===== src/prw_defs.svh =====
// Timing constants for the processor reset watchdog
`ifndef PRW_DEFS_SVH
`define PRW_DEFS_SVH

// ==========================================================
// Clock and timing
`define PRW_CLK_PERIOD_NS    25
`define PRW_WINDOW_NS        1000000000
`define PRW_WINDOW_CYCLES    (`PRW_WINDOW_NS / `PRW_CLK_PERIOD_NS)
`define PRW_RESET_NS         100000000
`define PRW_RESET_CYCLES     (`PRW_RESET_NS / `PRW_CLK_PERIOD_NS)
`define PRW_BLINK_NS         250000000
`define PRW_BLINK_CYCLES     (`PRW_BLINK_NS / `PRW_CLK_PERIOD_NS)
`define PRW_MAX_ATTEMPTS     3

`endif


===== src/prw_pkg.sv =====
// Types for the processor reset watchdog
`default_nettype none

package prw_pkg;
  // ==========================================================
  // Supervisor states
  typedef enum logic [1:0] {
    PRW_RUN,
    PRW_RESET,
    PRW_RECOVER
  } prw_state_e;
endpackage

`default_nettype wire


===== src/prw_timer.sv =====
// Down-counting interval timer with load and expiry flag
`timescale 1ns/100ps
`default_nettype none

module prw_timer #(
  parameter int WIDTH = 26
) (
  // Clock and reset
  input  wire logic             i_clk,
  input  wire logic             i_reset_n,
  // Control
  input  wire logic             i_load,
  input  wire logic [WIDTH-1:0] i_count,
  // Status
  output logic                  o_expired
);
  logic [WIDTH-1:0] cnt_q;
  logic [WIDTH-1:0] cnt_d;
  wire              at_zero = (cnt_q == '0);

  assign cnt_d     = i_load ? i_count : (at_zero ? cnt_q : cnt_q - 1'b1);
  // Flag ignores the load so that reload logic around it forms no loop
  assign o_expired = at_zero;

  always_ff @(posedge i_clk or negedge i_reset_n) begin
    if (!i_reset_n) begin
      cnt_q <= '1;
    end else begin
      cnt_q <= cnt_d;
    end
  end
endmodule // prw_timer

`default_nettype wire


===== src/prw_watchdog.sv =====
// Processor reset watchdog: supervision, reset retries, lamp and alarm
// ==========================================================
// Overview of operation
// - Trip after one second without kick pulse
// - Trip resets processor, three attempts before alarm
// - Blink power lamp while resets proceed
// - Power lamp steady on in normal operation
// - Alarm relay after three failed attempts
// - After alarm, keep retrying resets forever
// - Success clears alarm, count, resumes supervision
`timescale 1ns/100ps
`default_nettype none
`include "prw_defs.svh"

module prw_watchdog import prw_pkg::*; #(
  parameter int WINDOW_CYCLES = `PRW_WINDOW_CYCLES,
  parameter int RESET_CYCLES  = `PRW_RESET_CYCLES,
  parameter int BLINK_CYCLES  = `PRW_BLINK_CYCLES
) (
  // Clock and reset
  input  wire logic i_clk,
  input  wire logic i_reset_n,
  // Processor side
  input  wire logic i_kick,
  output logic      o_cpu_reset_n,
  // Indicators
  output logic      o_power_lamp,
  output logic      o_alarm_relay
);
  localparam int TW = 32;

  prw_state_e      state_q;
  prw_state_e      state_d;
  logic [1:0]      attempts_q;
  logic [1:0]      attempts_d;
  logic            alarm_q;
  logic            alarm_d;
  logic            lamp_q;
  logic [TW-1:0]   blink_q;
  logic            cpu_rst_n_q;
  logic            kick_q;
  logic            load;
  logic [TW-1:0]   load_val;
  logic            expired;
  logic            armed_q;
  logic [TW-1:0]   idle_q;
  logic [TW-1:0]   rst_len_q;
  logic [TW-1:0]   still_q;
  logic            lamp_was_q;

  // ==========================================================
  // Counter step shared by the blink divider and the assertion helpers
  function automatic logic [TW-1:0] count_up(input logic [TW-1:0] value, input logic clear);
    return clear ? '0 : value + 1'b1;
  endfunction

  // ==========================================================
  // Kick edge: a held-high kick counts once only
  wire kick_pulse = i_kick & ~kick_q;

  // ==========================================================
  // Timer reload: kick restarts window, entering reset loads reset time
  wire trip       = (state_q != PRW_RESET) && expired && !kick_pulse;
  wire reset_done = (state_q == PRW_RESET) && expired;
  wire ok_kick    = (state_q != PRW_RESET) && kick_pulse;
  wire last_try   = (attempts_q == 2'(`PRW_MAX_ATTEMPTS));

  // A kick landing as the window runs out still counts; the first edge out of
  // reset loads a full window, since the reset value alone would take far longer
  assign load     = trip | reset_done | ok_kick | ~armed_q;
  assign load_val = trip ? TW'(RESET_CYCLES) : TW'(WINDOW_CYCLES);

  prw_timer #(.WIDTH(TW)) u_timer (
    .i_clk     (i_clk),
    .i_reset_n (i_reset_n),
    .i_load    (load),
    .i_count   (load_val),
    .o_expired (expired)
  );

  // ==========================================================
  // Supervisor
  always_comb begin
    state_d    = state_q;
    attempts_d = attempts_q;
    alarm_d    = alarm_q;
    case (state_q)
      PRW_RUN: begin
        if (trip) begin
          state_d    = PRW_RESET;
          attempts_d = 2'h1;
        end
      end
      PRW_RESET: begin
        if (reset_done) begin
          state_d = PRW_RECOVER;
        end
      end
      PRW_RECOVER: begin
        if (ok_kick) begin
          state_d    = PRW_RUN;
          attempts_d = 2'h0;
          alarm_d    = 1'b0;
        end else if (trip) begin
          state_d = PRW_RESET;
          if (last_try || alarm_q) begin
            alarm_d = 1'b1;
          end else begin
            attempts_d = attempts_q + 2'h1;
          end
        end
      end
      default: begin
        state_d = PRW_RUN;
      end
    endcase
  end

  // Lamp blinks only while recovery is under way; steady otherwise
  wire recovering = (state_q != PRW_RUN);
  wire blink_end  = (blink_q == TW'(BLINK_CYCLES - 1));

  always_ff @(posedge i_clk or negedge i_reset_n) begin
    if (!i_reset_n) begin
      state_q     <= PRW_RUN;
      attempts_q  <= 2'h0;
      alarm_q     <= 1'b0;
      kick_q      <= 1'b0;
      cpu_rst_n_q <= 1'b1;
      lamp_q      <= 1'b1;
      blink_q     <= '0;
      armed_q     <= 1'b0;
    end else begin
      state_q     <= state_d;
      attempts_q  <= attempts_d;
      alarm_q     <= alarm_d;
      kick_q      <= i_kick;
      cpu_rst_n_q <= (state_d != PRW_RESET);
      armed_q     <= 1'b1;
      blink_q     <= count_up(blink_q, !recovering || blink_end);
      if (!recovering) begin
        lamp_q <= 1'b1;
      end else if (blink_end) begin
        lamp_q <= ~lamp_q;
      end
    end
  end

  // ==========================================================
  // Assertion helpers: spans too long to unroll are counted instead
  wire lamp_moved = (lamp_q != lamp_was_q);

  always_ff @(posedge i_clk or negedge i_reset_n) begin
    if (!i_reset_n) begin
      idle_q     <= '0;
      rst_len_q  <= '0;
      still_q    <= '0;
      lamp_was_q <= 1'b1;
    end else begin
      idle_q     <= count_up(idle_q, (state_q == PRW_RESET) || !armed_q || kick_pulse);
      rst_len_q  <= count_up(rst_len_q, cpu_rst_n_q);
      still_q    <= count_up(still_q, !recovering || lamp_moved);
      lamp_was_q <= lamp_q;
    end
  end

  assign o_cpu_reset_n = cpu_rst_n_q;
  assign o_power_lamp  = lamp_q;
  assign o_alarm_relay = alarm_q;
endmodule // prw_watchdog

`default_nettype wire


===== config.mk =====
export PLATFORM = sky130hd
export DESIGN_NAME = prw_watchdog
export DESIGN_NICKNAME = d
export VERILOG_FILES = /design/src/prw_pkg.sv /design/src/prw_timer.sv /design/src/prw_watchdog.sv
export VERILOG_INCLUDE_DIRS = /design/src
export SDC_FILE = /design/constraint.sdc
export NUM_CORES = 1
export LEC_CHECK = 0
export ABC_AREA = 1
export BUFFER_PORTS_ARGS = -buffer_cell sky130_fd_sc_hd__buf_2
export CORE_MARGIN = 2
export CORE_UTILIZATION = 40
export DETAILED_ROUTE_END_ITERATION = 8
export PLACE_DENSITY = 0.62
export SETUP_SLACK_MARGIN = 0.3
export SLEW_MARGIN = 20
export SYNTH_ARGS = -nofsm -noshare
export SYNTH_HDL_FRONTEND = slang
export SYNTH_SLANG_ARGS = --single-unit

===== constraint.sdc =====
create_clock -name i_clk -period 2.1 [get_ports i_clk]
set_clock_uncertainty 0.2 [all_clocks]
set_input_delay 0.42 -clock i_clk [delete_from_list [all_inputs] [get_ports i_clk]]
set_output_delay 0.42 -clock i_clk [all_outputs]
set_load 0.01 [all_outputs]

==> summary.md, run 1 <==
| Metric | Value |
|---|---|
| Asr flop ratio synth | 100% |
| Mux cell area share after synthesis | 0% |
| First DRT Iteration DRCs | ~140 |
| Hold violation total from the final report | 0 |
| Largest net degree at the start of global routing | 39 |
| Net Count, Synth | about 550 |
| Final wirelength | just under 10000 um |
| Max-slew violations | 0 |
| Switching Power | about 1 mW |
| Worst vdd ir | between 0.0004 and 0.0005 V |
| PortBufs | 5 |
| Root buffer cell | clkbuf_8 |
| Worst-path fanout max | 8 |
| Setup tns final | 0 ns |
| Post-Synthesis Cells | ~550 |
| Site row count | 37 |
| Syn Area/Cell | between 7 and 8 sq um |
| Post-synth EDFFs | 0 |
| Critical path arrival | about 1.9 ns |
| Design area | 5180 sq um |
| Netlist cell types | 36 |
| DIE WIDTH | between 100 and 150 um |
| CTS clk-pin slew, worst paths | around 0.070 ns |
| Post-synthesis xor/xnor area fraction | under 10% |
| Hpwl dp | 6670 um |
| Critical Path Start Type | flop |
| WP data required | between 2 and 2.5 ns |
| Ant. Diodes | 0 |
| Vias in the first global route | approximately 3400 |
| GP Congestion | approximately 0.91 |
| Synthesized-area fraction occupied by adder cells | about 1.2% |
| Top cells by area, synth | dfrtp_1, dfstp_2, nor2_1 |
| Main synth FF type | dfrtp_1 |
| TritonCTS buffer count | 9 |
| Clock buffer depth | 2 |
| GR Overflow Total | 0 |
| Nets@finish | around 590 |
| Clock power frac | between 30% and 40% |
| First-pass GRT wire length | around 16000 um |
| DRC | 0 |
| CTS tree | built |
| CORE AREA | 10200 sq um |
| Largest family of logic cells by synthesized area | simple AND/OR/NAND/NOR gates |
| Yosys top cell area share | between 20% and 30% |
| Layout cells sized above 1 | between 20% and 30% |
| Full die area | around 11000 sq um |
| Fmax | about 560 MHz |
| Seq cells post-synth | between 70 and 80 |
| Min cycle time layout | approximately 1.8 ns |
| Routed wire length per instance | ~14 um |
| Fraction of the mapped netlist area in compound gates | 2.78% |
| Net Sw Frac | approximately 30% |
| Power per cell area | about 640 nW/um^2 |
| Internal Pwr Total | 2.36 mW |
| Clock sinks | 73 |
| Power share of the combinational group | 19.0% |
| Via count | 3539 |
| Die H | approximately 110 um |
| WS Path Type | flop to flop |
| Synth warn | 0 |
| Initial cell density of the core | approximately two fifths |
| Vias per inst | approximately 5 |
| Final cell utilization of the core | 50.6% |
| Clock Latency Late Sink | roughly 0.37 ns |
| Critical Path End Type | flop |
| Seq pwr share | a little under half |
| Post-DP Area | about 4400 sq um |
| GRT Total Usage | 17.8% |
| H-tree levels | 3 |
| Status | completed |
| Critical Path, Cell by Cell | inv_4 > ha_4 > nand2_4 > nor2_4 > nand2_4 > nor2_8 > nor2_4 > buf_12 > buf_8 > nand2_1 > nor2_1 |
| Leakage | approximately 2.2 nW |
| Final Setup Violations | 0 |
| Fin crit share | 84.8% |
| Unrepaired setup endpoints after global routing | true |
| Area growth from synthesis to layout | 24.0% |
| Max-Cap Viols | 0 |
| Hold Path Class | flop to flop |
| Post-DRT Antenna Nets | 0 |
| Area leader, netlist | dfrtp_1 |
| Synthesized area | ~4200 sq um |
| Sequential fraction of the synthesis area | between 40% and 50% |
| Worst path slowest cell | dfstp_2 |
| # IOs | 6 |
| Synth Area in Simple Gates | approximately 37% |
| CP max stage delay | 0.55 ns |
| Initial antenna violation count | 0 |
| DR pass1 iterations | 4 |
## what timing repair did
item,CTS,global route
hold buffers,2,0
pin swaps,8,24
gates resized for setup,22,72
buffers inserted,5,15
hold endpoints to repair,20,0
endpoints found under the setup margin,62,61
cloned,1,2
## power by group through the flow
stage / clock network (mW) / registers [mW] / logic (mW)
finish: 1.11 / 1.59 / 0.631
global route: 1.21 / 1.60 / 0.699
CTS: 1.15 / 1.57 / 0.461
detailed placement: 0 / 1.59 / 0.429
global placement: 0 / 1.59 / 0.422
floorplan: 0 / 1.58 / 0.326
## cell usage in the layout (no fill, tap or decap), types with 11 or more instances in the layout
cell type	n
nand2_1	116
nor2_1	107
inv_1	45
dfrtp_1	38
dfstp_2	34
xor2_1	28
nand3_1	24
buf_4	22
nor2_4	21
nand4_1	15
nor2_2	14
xnor2_1	14
nand2_2	11
## critical path: cells and delay by family, from the launching register on
family | cells | cell delay [ns]
simple gates | 7 | 0.49
buf+inv | 3 | 0.32
fa+ha+maj | 1 | 0.16
flops | 1 | 0.55
## kinds of logic after synthesis
| kind of cell | count (synthesis) |
|---|---|
| flops | 73 |
| buf+inv | 55 |
| compound gates | 20 |
| xor+xnor | 42 |
| simple gates | 350 |
| other cells | 1 |
| fa+ha+maj | 4 |
## worst paths after layout
path	to	slack (ns)	depth (start not counted)	startpoint
min	state_q[1]	0.30	1	state_q[1]
min reg2reg	state_q[1]	0.30	1	state_q[1]
max in group asynchronous	u_timer.cnt_q[13]	0.73	3	i_reset_n
max	u_timer.cnt_q[29]	0.32	11	u_timer.cnt_q[0]
max reg2reg	u_timer.cnt_q[29]	0.32	11	u_timer.cnt_q[0]
min in group asynchronous	state_q[0]	0.36	2	i_reset_n
## final cells by class
type / instances / area [sq um]
sequential: 73 / 1870
timing repair buffer: 35 / 345
multi-input combinational: 417 / 2400
clock inverter: 5 / 55.1
fill: 960 / 5050
inverter: 50 / 198
clock buffer: 11 / 141
tap: 136 / 170
timing repair inverter: 1 / 3.75
## metal layers
layer | track usage, % | share of wire [%] | routed length, um
met1 | 22.2 | 45 | 4440
met2 | 28.8 | 49 | 4830
met3 | 4.60 | 3.2 | 316
met4 | 8.36 | 2.6 | 252
met5 | 0 | 0 | 0
## through the flow
| stage | hold slack (ns) | power (mW) | worst slack, ns | instances |
|---|---|---|---|---|
| after floorplan | -0.0756 | 1.90 | 0.317 | 545 |
| after global placement | 0.218 | 2.01 | 0.168 | 687 |
| after detailed placement | 0.226 | 2.02 | 0.135 | 687 |
| after CTS | 0.278 | 3.18 | 0.271 | 711 |
| final | 0.299 | 3.33 | 0.318 | 728 |
| after global routing | 0.331 | 3.51 | 0.242 | 728 |
## Yosys cell counts, types with 2 or more instances
| library cell | n |
|---|---|
| a31oi_1 | 3 |
| nor3_1 | 16 |
| ha_1 | 4 |
| inv_1 | 48 |
| dfrtp_1 | 39 |
| nor2_2 | 9 |
| dfstp_2 | 34 |
| nor4_1 | 2 |
| or2_2 | 2 |
| o21ai_1 | 3 |
| a21oi_1 | 6 |
| xnor2_1 | 14 |
| nand2_1 | 127 |
| nor2_4 | 3 |
| buf_2 | 3 |
| nand2_2 | 8 |
| o21ai_0 | 5 |
| or2_0 | 2 |
| nor3_2 | 2 |
| nand3_1 | 27 |
| xor2_1 | 28 |
| nor2_8 | 2 |
| nor2_1 | 130 |
| nand4_1 | 15 |
| and2_1 | 2 |
## flip-flops by register name (all words and copies together) (netlist names)
| register | cells |
|---|---|
| armed_q | 1 |
| o_power_lamp | 1 |
| blink_q | 32 |
| attempts_q | 2 |
| o_cpu_reset_n | 1 |
| kick_q | 1 |
| state_q | 2 |
| o_alarm_relay | 1 |
| u_timer.cnt_q | 32 |
Note: power is estimated with default switching activity, not from simulation.
==> run 2, diff against run 1 <==
--- a/config.mk
+++ b/config.mk
@@ -11,7 +11,7 @@
 export CORE_MARGIN = 2
 export CORE_UTILIZATION = 40
 export DETAILED_ROUTE_END_ITERATION = 8
-export PLACE_DENSITY = 0.62
+export PLACE_DENSITY = 0.64
 export SETUP_SLACK_MARGIN = 0.3
 export SLEW_MARGIN = 20
 export SYNTH_ARGS = -nofsm -noshare
==> constraint.sdc (replaced) <==
create_clock -name i_clk -period 1.6 [get_ports i_clk]
set_clock_uncertainty 0.2 [all_clocks]
set_input_delay 0.32 -clock i_clk [delete_from_list [all_inputs] [get_ports i_clk]]
set_output_delay 0.32 -clock i_clk [all_outputs]
set_load 0.01 [all_outputs]
==> run 2 against run 1 <==
Sequential cell count unchanged. Critical endpoint is now o_power_lamp. Critical path depth decreased by 2. The run now ends with negative setup slack left. Clock power increased by 61%. Via count increased by 22%.
==> summary.md, run 2 (synthesized netlist as in run 1, its figures left out) <==
| Metric | Value |
|---|---|
| Most frequent cells in the layout | buf_4, nand2_1, nor2_4 (was nand2_1, nor2_1, inv_1) |
| CP max stage delay | 0.42 ns (was 0.55 ns) |
| GR Overflow Total | 0 (unchanged) |
| Site row count | 37 (unchanged) |
| Initial cell density of the core | 40.8% (unchanged) |
| DIE WIDTH | 106 um (unchanged) |
| Hpwl dp | 7710 um (was 6670 um) |
| Routed wire length per instance | 15.5 um (was 13.5 um) |
| H-tree levels | 3 (unchanged) |
| Root buffer cell | clkbuf_8 (unchanged) |
| DR pass1 iterations | 5 (was 4) |
| Largest net degree at the start of global routing | 74 (was 39) |
| Worst R2R Start | blink_q[25] (was u_timer.cnt_q[0]) |
| TritonCTS buffer count | 9 (unchanged) |
| GRT Total Usage | 22.4% (was 17.8%) |
| Via count | 4302 (was 3539) |
| Design area | 6760 sq um (was 5180 sq um) |
| Area growth from synthesis to layout | 61.8% (was 24.0%) |
| Initial antenna violation count | 0 (unchanged) |
| DRC | 0 (unchanged) |
| Power per cell area | 763 nW/um^2 (was 643 nW/um^2) |
| Max-slew violations | 0 (unchanged) |
| Min cycle time layout | 1.82 ns (was 1.78 ns) |
| Post-DRT Antenna Nets | 0 (unchanged) |
| Commonest non-fill, non-tap cell in the layout | buf_4 (was nand2_1) |
| Vias per inst | 5.10 (was 4.86) |
| PortBufs | 5 (unchanged) |
| Critical Path Start Type | flop (unchanged) |
| Failing checks | negative setup slack |
| Clock buffer depth | 2 (unchanged) |
| First DRT Iteration DRCs | 248 (was 143) |
| Layout cells sized above 1 | 55.2% (was 28.2%) |
| Inst Count DP | 791 (was 687) |
| Final wirelength | 13000 um (was 9840 um) |
| GP Congestion | 0.913 (was 0.909) |
| Final non-filler cell total | 843 (was 728) |
| Unrepaired setup endpoints after global routing | true (unchanged) |
| First-pass GRT wire length | 19900 um (was 15800 um) |
| Die H | 106 um (unchanged) |
| Critical Path End Type | flop (unchanged) |
| Most used cell, CP | nand2_1 |
| Nets@finish | 709 (was 594) |
| Worst path bufs/invs | 2 (was 3) |
| CTS tree | built (unchanged) |
| Leakage | 2.92 nW (was 2.21 nW) |
| WS Path Type | flop to flop (unchanged) |
| Full die area | 11300 sq um (unchanged) |
| Worst path slowest cell | dfrtp_1 (was dfstp_2) |
| Setup ws final | -0.225 ns (was 0.318 ns) |
| Critical Path, Cell by Cell | nor4_2 > nand2_1 > nor2_2 > nand2_2 > nand2_4 > buf_6 > buf_12 > nand2_1 > nand2_1 (was inv_4 > ha_4 > nand2_4 > nor2_4 > nand2_4 > nor2_8 > nor2_4 > buf_12 > buf_8 > nand2_1 > nor2_1) |
| Critical path arrival | 1.93 ns (was 1.88 ns) |
| Cell family with most CP delay | simple AND/OR/NAND/NOR gates (was flip-flops) |
| Status | finished with violations (was completed) |
| Vias in the first global route | 4314 (was 3430) |
| Hold wc startpoint | attempts_q[1] (was state_q[1]) |
| Fin crit share | 114% (was 84.8%) |
| CORE AREA | 10200 sq um (unchanged) |
| Max-Cap Viols | 0 (unchanged) |
| Final Setup Violations | 71 (was 0) |
| Hold Path Class | flop to flop (unchanged) |
| # IOs | 6 (unchanged) |
| Top flop regs | blink_q: 32 flops, u_timer.cnt_q: 32 flops (unchanged) |
| Ant. Diodes | 0 (unchanged) |
| CTS clk-pin slew, worst paths | 0.08 ns (was 0.07 ns) |
| Fmax | 548 MHz (was 561 MHz) |
| Worst vdd ir | 0.000714 V (was 0.000475 V) |
| WP data required | 1.71 ns (was 2.20 ns) |
| Post-DP Area | 5280 sq um (was 4400 sq um) |
| Clock sinks | 73 (unchanged) |
| Hold violation total from the final report | 0 (unchanged) |
| Worst-path fanout max | 8 (unchanged) |
| Fill cell count | 718 (was 960) |
| Clock Latency Late Sink | 0.37 ns (about the same) |
| Critical path origin | blink_q[25] (was u_timer.cnt_q[0]) |
==> run 2: changes by cell type in the layout (fill, tap and decap cells not counted), sizes merged <==
cell      previous run  this run
buf                 31       148
clkbuf              13         9
bufinv               1         3
clkinvlp             2         0
clkinv               2         3
inv                 51        52
==> run 2: path summary, 6_finish.rpt <==
| path | cells after the start | slack [ns] | to |
|---|---|---|---|
| max in group asynchronous | 3 | 0.52 | u_timer.cnt_q[0] |
| hold reg to reg | 2 | 0.29 | attempts_q[1] |
| setup reg to reg | 9 | -0.22 | o_power_lamp |
| setup / recovery | 9 | -0.22 | o_power_lamp |
| hold / removal | 2 | 0.29 | attempts_q[1] |
| min in group asynchronous | 3 | 0.32 | blink_q[16] |
==> run 2: layout make-up <==
| type | count | area [sq um] | area share, % |
|---|---|---|---|
| Multi-Input combinational cell | 417 | 2970 | 43.9 |
| Timing Repair Buffer | 150 | 1290 | 19.1 |
| Timing Repair inverter | 1 | 11.3 | 0.167 |
| Inverter | 50 | 208 | 3.07 |
| Tap cell | 136 | 170 | 2.52 |
| Clock inverter | 7 | 118 | 1.74 |
| Clock buffer | 9 | 124 | 1.83 |
| Sequential cell | 73 | 1870 | 27.7 |
==> run 2: timing repair <==
item / CTS / global route
cloned: 3 / 0
setup endpoints to repair: 74 / 74
pin swaps: 38 / 32
resized for setup: 125 / 112
hold buffers: 2 / 0
setup buffers: 21 / 10
hold endpoints to repair: 40 / 0
==> run 2: through the flow <==
step	hold slack, ns	utilization [%]	total power [mW]	worst slack, ns	TNS (ns)
floorplan	-0.176	-	2.53	-0.0996	-2.39
global placement	0.167	51.6	2.94	-0.211	-6.58
detailed placement	0.168	51.6	2.97	-0.216	-8.01
CTS	0.300	61.0	4.97	-0.177	-8.96
global route	0.326	66.1	5.35	-0.345	-17.08
finish	0.292	66.1	5.16	-0.225	-11.49
==> run 2: layer usage <==
metal,up-vias,share of wire [%],track usage [%],wire length [um]
li1,2022,-,-,-
met1,2127,41,27.7,5370
met2,116,52,38.2,6770
met3,37,3.5,3.25,457
met4,0,3.4,11.2,446
met5,-,0,0,0
==> run 2: tightest hold or removal path, delay by kind of cell (launching register included) <==
family / cells / cell delay (ns)
and+or+nand+nor: 2 / 0.11
DFF: 1 / 0.36
==> run 2: power by group <==
group / internal [mW] / switching, mW
Clock: 1.04 / 0.756
Combinational: 0.623 / 0.666
Sequential: 1.98 / 0.0978
==> run 3, diff against run 2 <==
--- a/config.mk
+++ b/config.mk
@@ -16,4 +16,5 @@
 export SLEW_MARGIN = 20
 export SYNTH_ARGS = -nofsm -noshare
 export SYNTH_HDL_FRONTEND = slang
+export SYNTH_HIERARCHICAL = 1
 export SYNTH_SLANG_ARGS = --single-unit
==> run 3 against run 2 <==
The flow still finishes with violations (negative setup slack). Worst setup slack got worse by 0.48 ns. Die area rose by 14%. Critical path depth increased by 7. Sequential share of layout area down 2.3 points. Register-to-register slack worse by 0.48 ns. Final cell count up 26%. Area after synthesis increased by 15%.
==> summary.md, run 3 <==
| Metric | Value |
|---|---|
| Worst-path fanout max | 7 (was 8) |
| GRT Total Usage | 23.8% (was 22.4%) |
| Fin crit share | 144% (was 114%) |
| Power share of the combinational group | 16.1% (was 25.0%) |
| Synthesized area | 4800 sq um (was 4180 sq um) |
| Failing checks | negative setup slack (unchanged) |
| Fmax | 434 MHz (was 548 MHz) |
| Site row count | 40 (was 37) |
| Seq cells post-synth | 73 (unchanged) |
| Layout cells sized above 1 | 42.3% (was 55.2%) |
| Final wirelength | 14900 um (was 13000 um) |
| Asr flop ratio synth | 100% (unchanged) |
| Unrepaired setup endpoints after global routing | true (unchanged) |
| Netlist cell types | 34 (was 36) |
| Final cell utilization of the core | 62.1% (was 66.1%) |
| # IOs | 6 (unchanged) |
| Clock sinks | 73 (unchanged) |
| GR Overflow Total | 0 (unchanged) |
| Routed wire length per instance | 14.1 um (was 15.5 um) |
| First-pass GRT wire length | 24400 um (was 19900 um) |
| Post-synth top cells | nand2_1, nor2_1, inv_1 (was nor2_1, nand2_1, inv_1) |
| Area leader, netlist | dfrtp_1 (unchanged) |
| Critical Path, Cell by Cell | inv_2 > ha_4 > nand2_4 > nor2_4 > nand2_2 > inv_2 > nand4_1 > nor3_2 > inv_1 > o211ai_1 > buf_4 > buf_6 > nor2_4 > buf_8 > nand3_2 > nand2_2 (was nor4_2 > nand2_1 > nor2_2 > nand2_2 > nand2_4 > buf_6 > buf_12 > nand2_1 > nand2_1) |
| Critical Path End | u_timer/cnt_q[21] (was o_power_lamp) |
| Vias per inst | 4.91 (was 5.10) |
| Worst R2R Start | u_timer/cnt_q[0] (was blink_q[25]) |
| Critical Path End Type | flop (unchanged) |
| Top cells by area, synth | dfrtp_1, dfstp_2, nand2_1 (was dfrtp_1, dfstp_2, nor2_1) |
| Max-slew violations | 0 (unchanged) |
| Post-DRT Antenna Nets | 0 (unchanged) |
| Sequential fraction of the synthesis area | 39.0% (was 44.7%) |
| Critical path arrival | 2.40 ns (was 1.93 ns) |
| Min cycle time layout | 2.30 ns (was 1.82 ns) |
| CTS tree | built (unchanged) |
| CORE AREA | 11900 sq um (was 10200 sq um) |
| R2R cell count | 16 (was 9) |
| Post-synth EDFFs | 0 (unchanged) |
| Power per cell area | 665 nW/um^2 (was 763 nW/um^2) |
| Hpwl dp | 9940 um (was 7710 um) |
| Worst vdd ir | 0.000541 V (was 0.000714 V) |
| Setup ws final | -0.702 ns (was -0.225 ns) |
| Most common cell in the netlist | nand2_1 (was nor2_1) |
| Top flop regs | blink_q: 32 flops, u_timer/cnt_q: 32 flops (was blink_q: 32 flops, u_timer.cnt_q: 32 flops) |
| Clock buffer depth | 2 (unchanged) |
| Post-Synthesis Cells | 716 (was 545) |
| Switching Power | 1.33 mW (was 1.52 mW) |
| Yosys top cell area share | 20.3% (was 23.4%) |
| WS Path Type | flop to flop (unchanged) |
| Hold slack final | 0.197 ns (was 0.292 ns) |
| Vias in the first global route | 5351 (was 4314) |
| Critical Path Start Type | flop (unchanged) |
| Critical path origin | u_timer/cnt_q[0] (was blink_q[25]) |
| Worst R2R End | u_timer/cnt_q[21] (was o_power_lamp) |
| Net Sw Frac | 27.1% (was 29.5%) |
| Syn Area/Cell | 6.70 sq um (was 7.67 sq um) |
| DIE WIDTH | 114 um (was 106 um) |
| Clock power frac | 42.2% (was 34.8%) |
| PortBufs | 5 (unchanged) |
| Final Setup Violations | 71 (unchanged) |
| Largest net degree at the start of global routing | 36 (was 74) |
| WP data required | 1.70 ns (was 1.71 ns) |
| GP Congestion | 0.943 (was 0.913) |
| Hold Path Class | input pin to async pin (was flop to flop) |
| Die H | 114 um (was 106 um) |
| Full die area | 12900 sq um (was 11300 sq um) |
| Status | finished with violations (unchanged) |
| Worst reg2reg setup slack | -0.70 ns (was -0.22 ns) |
| Nets@finish | 912 (was 709) |
| H-tree levels | 3 (unchanged) |
| Pre-CTS worst setup slack | -0.720 ns (was -0.216 ns) |
| DR pass1 iterations | 5 (unchanged) |
| Seq pwr share | 41.7% (was 40.2%) |
| DRC | 0 (unchanged) |
| Commonest non-fill, non-tap cell in the layout | nand2_1 (was buf_4) |
| First DRT Iteration DRCs | 264 (was 248) |
| Leakage | 3.29 nW (was 2.92 nW) |
| Most frequent cells in the layout | nand2_1, buf_4, nor2_1 (was buf_4, nand2_1, nor2_4) |
| Initial cell density of the core | 40.5% (was 40.8%) |
| CP max stage delay | 0.54 ns (was 0.42 ns) |
| Hold violation total from the final report | 0 (unchanged) |
| Synth warn | 6 (was 0) |
| Internal Pwr Total | 3.57 mW (was 3.64 mW) |
| Root buffer cell | clkbuf_16 (was clkbuf_8) |
| CTS clk-pin slew, worst paths | 0.06 ns (was 0.08 ns) |
| Ant. Diodes | 0 (unchanged) |
| Max-Cap Viols | 0 (unchanged) |
| Via count | 5194 (was 4302) |
| TritonCTS buffer count | 9 (unchanged) |
| Main synth FF type | dfrtp_1 (unchanged) |
| Clock Latency Late Sink | 0.35 ns (was 0.37 ns) |
| Area growth from synthesis to layout | 53.5% (was 61.8%) |
| Initial antenna violation count | 0 (unchanged) |
| Worst path slowest cell | dfstp_2 (was dfrtp_1) |
-- run 3: layer usage --
layer	GRT usage (%)	up-vias	part of all wire, %
met1	27.0	2474	41
met3	4.73	50	3.5
li1	-	2558	-
met2	42.6	112	51
met4	11.7	0	4.6
met5	0	-	0
-- run 3: worst min path at each step --
| stage | endpoint | start | cells after the start | slack, ns |
|---|---|---|---|---|
| 2_1_floorplan | armed_q | i_reset_n | 0 | -0.18 |
| 5_1_grt | blink_q[28] | i_reset_n | 2 | 0.23 |
| 6_report | blink_q[29] | i_reset_n | 2 | 0.20 |
| 3_5_place_dp | blink_q[29] | i_reset_n | 1 | 0.02 |
| 4_1_cts | blink_q[29] | i_reset_n | 2 | 0.20 |
| 3_3_place_gp | blink_q[29] | i_reset_n | 1 | 0.02 |
-- run 3: cell families after synthesis --
| family | count (synthesis) | share of synthesized area (%) |
|---|---|---|
| AO/OA/AOI/OAI | 46 | 5.19 |
| XOR/XNOR | 23 | 4.20 |
| adder cells (fa/ha/maj) | 3 | 0.782 |
| buffers and inverters | 88 | 7.90 |
| flip-flops | 73 | 39.0 |
| other | 2 | 0.157 |
| AND/OR/NAND/NOR | 481 | 42.8 |
-- run 3: area by class of cell --
type,instances,area [sq um]
fill,965,4500
multi-input combinational,575,3150
sequential,73,1870
timing repair buffer,168,1560
inverter,79,309
clock buffer,10,229
tap,147,184
clock inverter,6,67.6
-- run 3: critical path, delay by kind of cell, from the launching register on --
family	cells	cell delay [ns]
simple gates	8	0.57
compound gates	1	0.12
buf+inv	6	0.66
fa+ha+maj	1	0.16
flops	1	0.54
-- run 3: what timing repair did --
| action | 4_1_cts | 5_1_grt |
|---|---|---|
| hold buffers | 2 | 0 |
| setup buffers | 27 | 8 |
| endpoints found under the setup margin | 74 | 74 |
| endpoints found under the hold margin | 51 | 0 |
| gates resized for setup | 126 | 71 |
| pin swaps | 43 | 22 |
| cloned | 4 | 2 |
-- run 3: per-stage QoR --
step                      power, mW  std cells  instance area, sq um  setup TNS [ns]
after floorplan                2.38        736                  4940          -25.88
after global placement         2.67        999                  6000          -22.21
after detailed placement       2.69        999                  6000          -24.22
after CTS                      4.85       1048                  7020          -24.21
after global routing           5.09       1058                  7360          -35.61
final                          4.90       1058                  7360          -27.87
-- run 3: power groups by stage --
stage	registers, mW	logic (mW)	clock network [mW]
6_report	2.04	0.788	2.07
5_1_grt	2.05	0.867	2.17
4_1_cts	2.03	0.709	2.11
3_5_place_dp	2.06	0.626	0
3_3_place_gp	2.06	0.608	0
2_1_floorplan	2.07	0.306	0
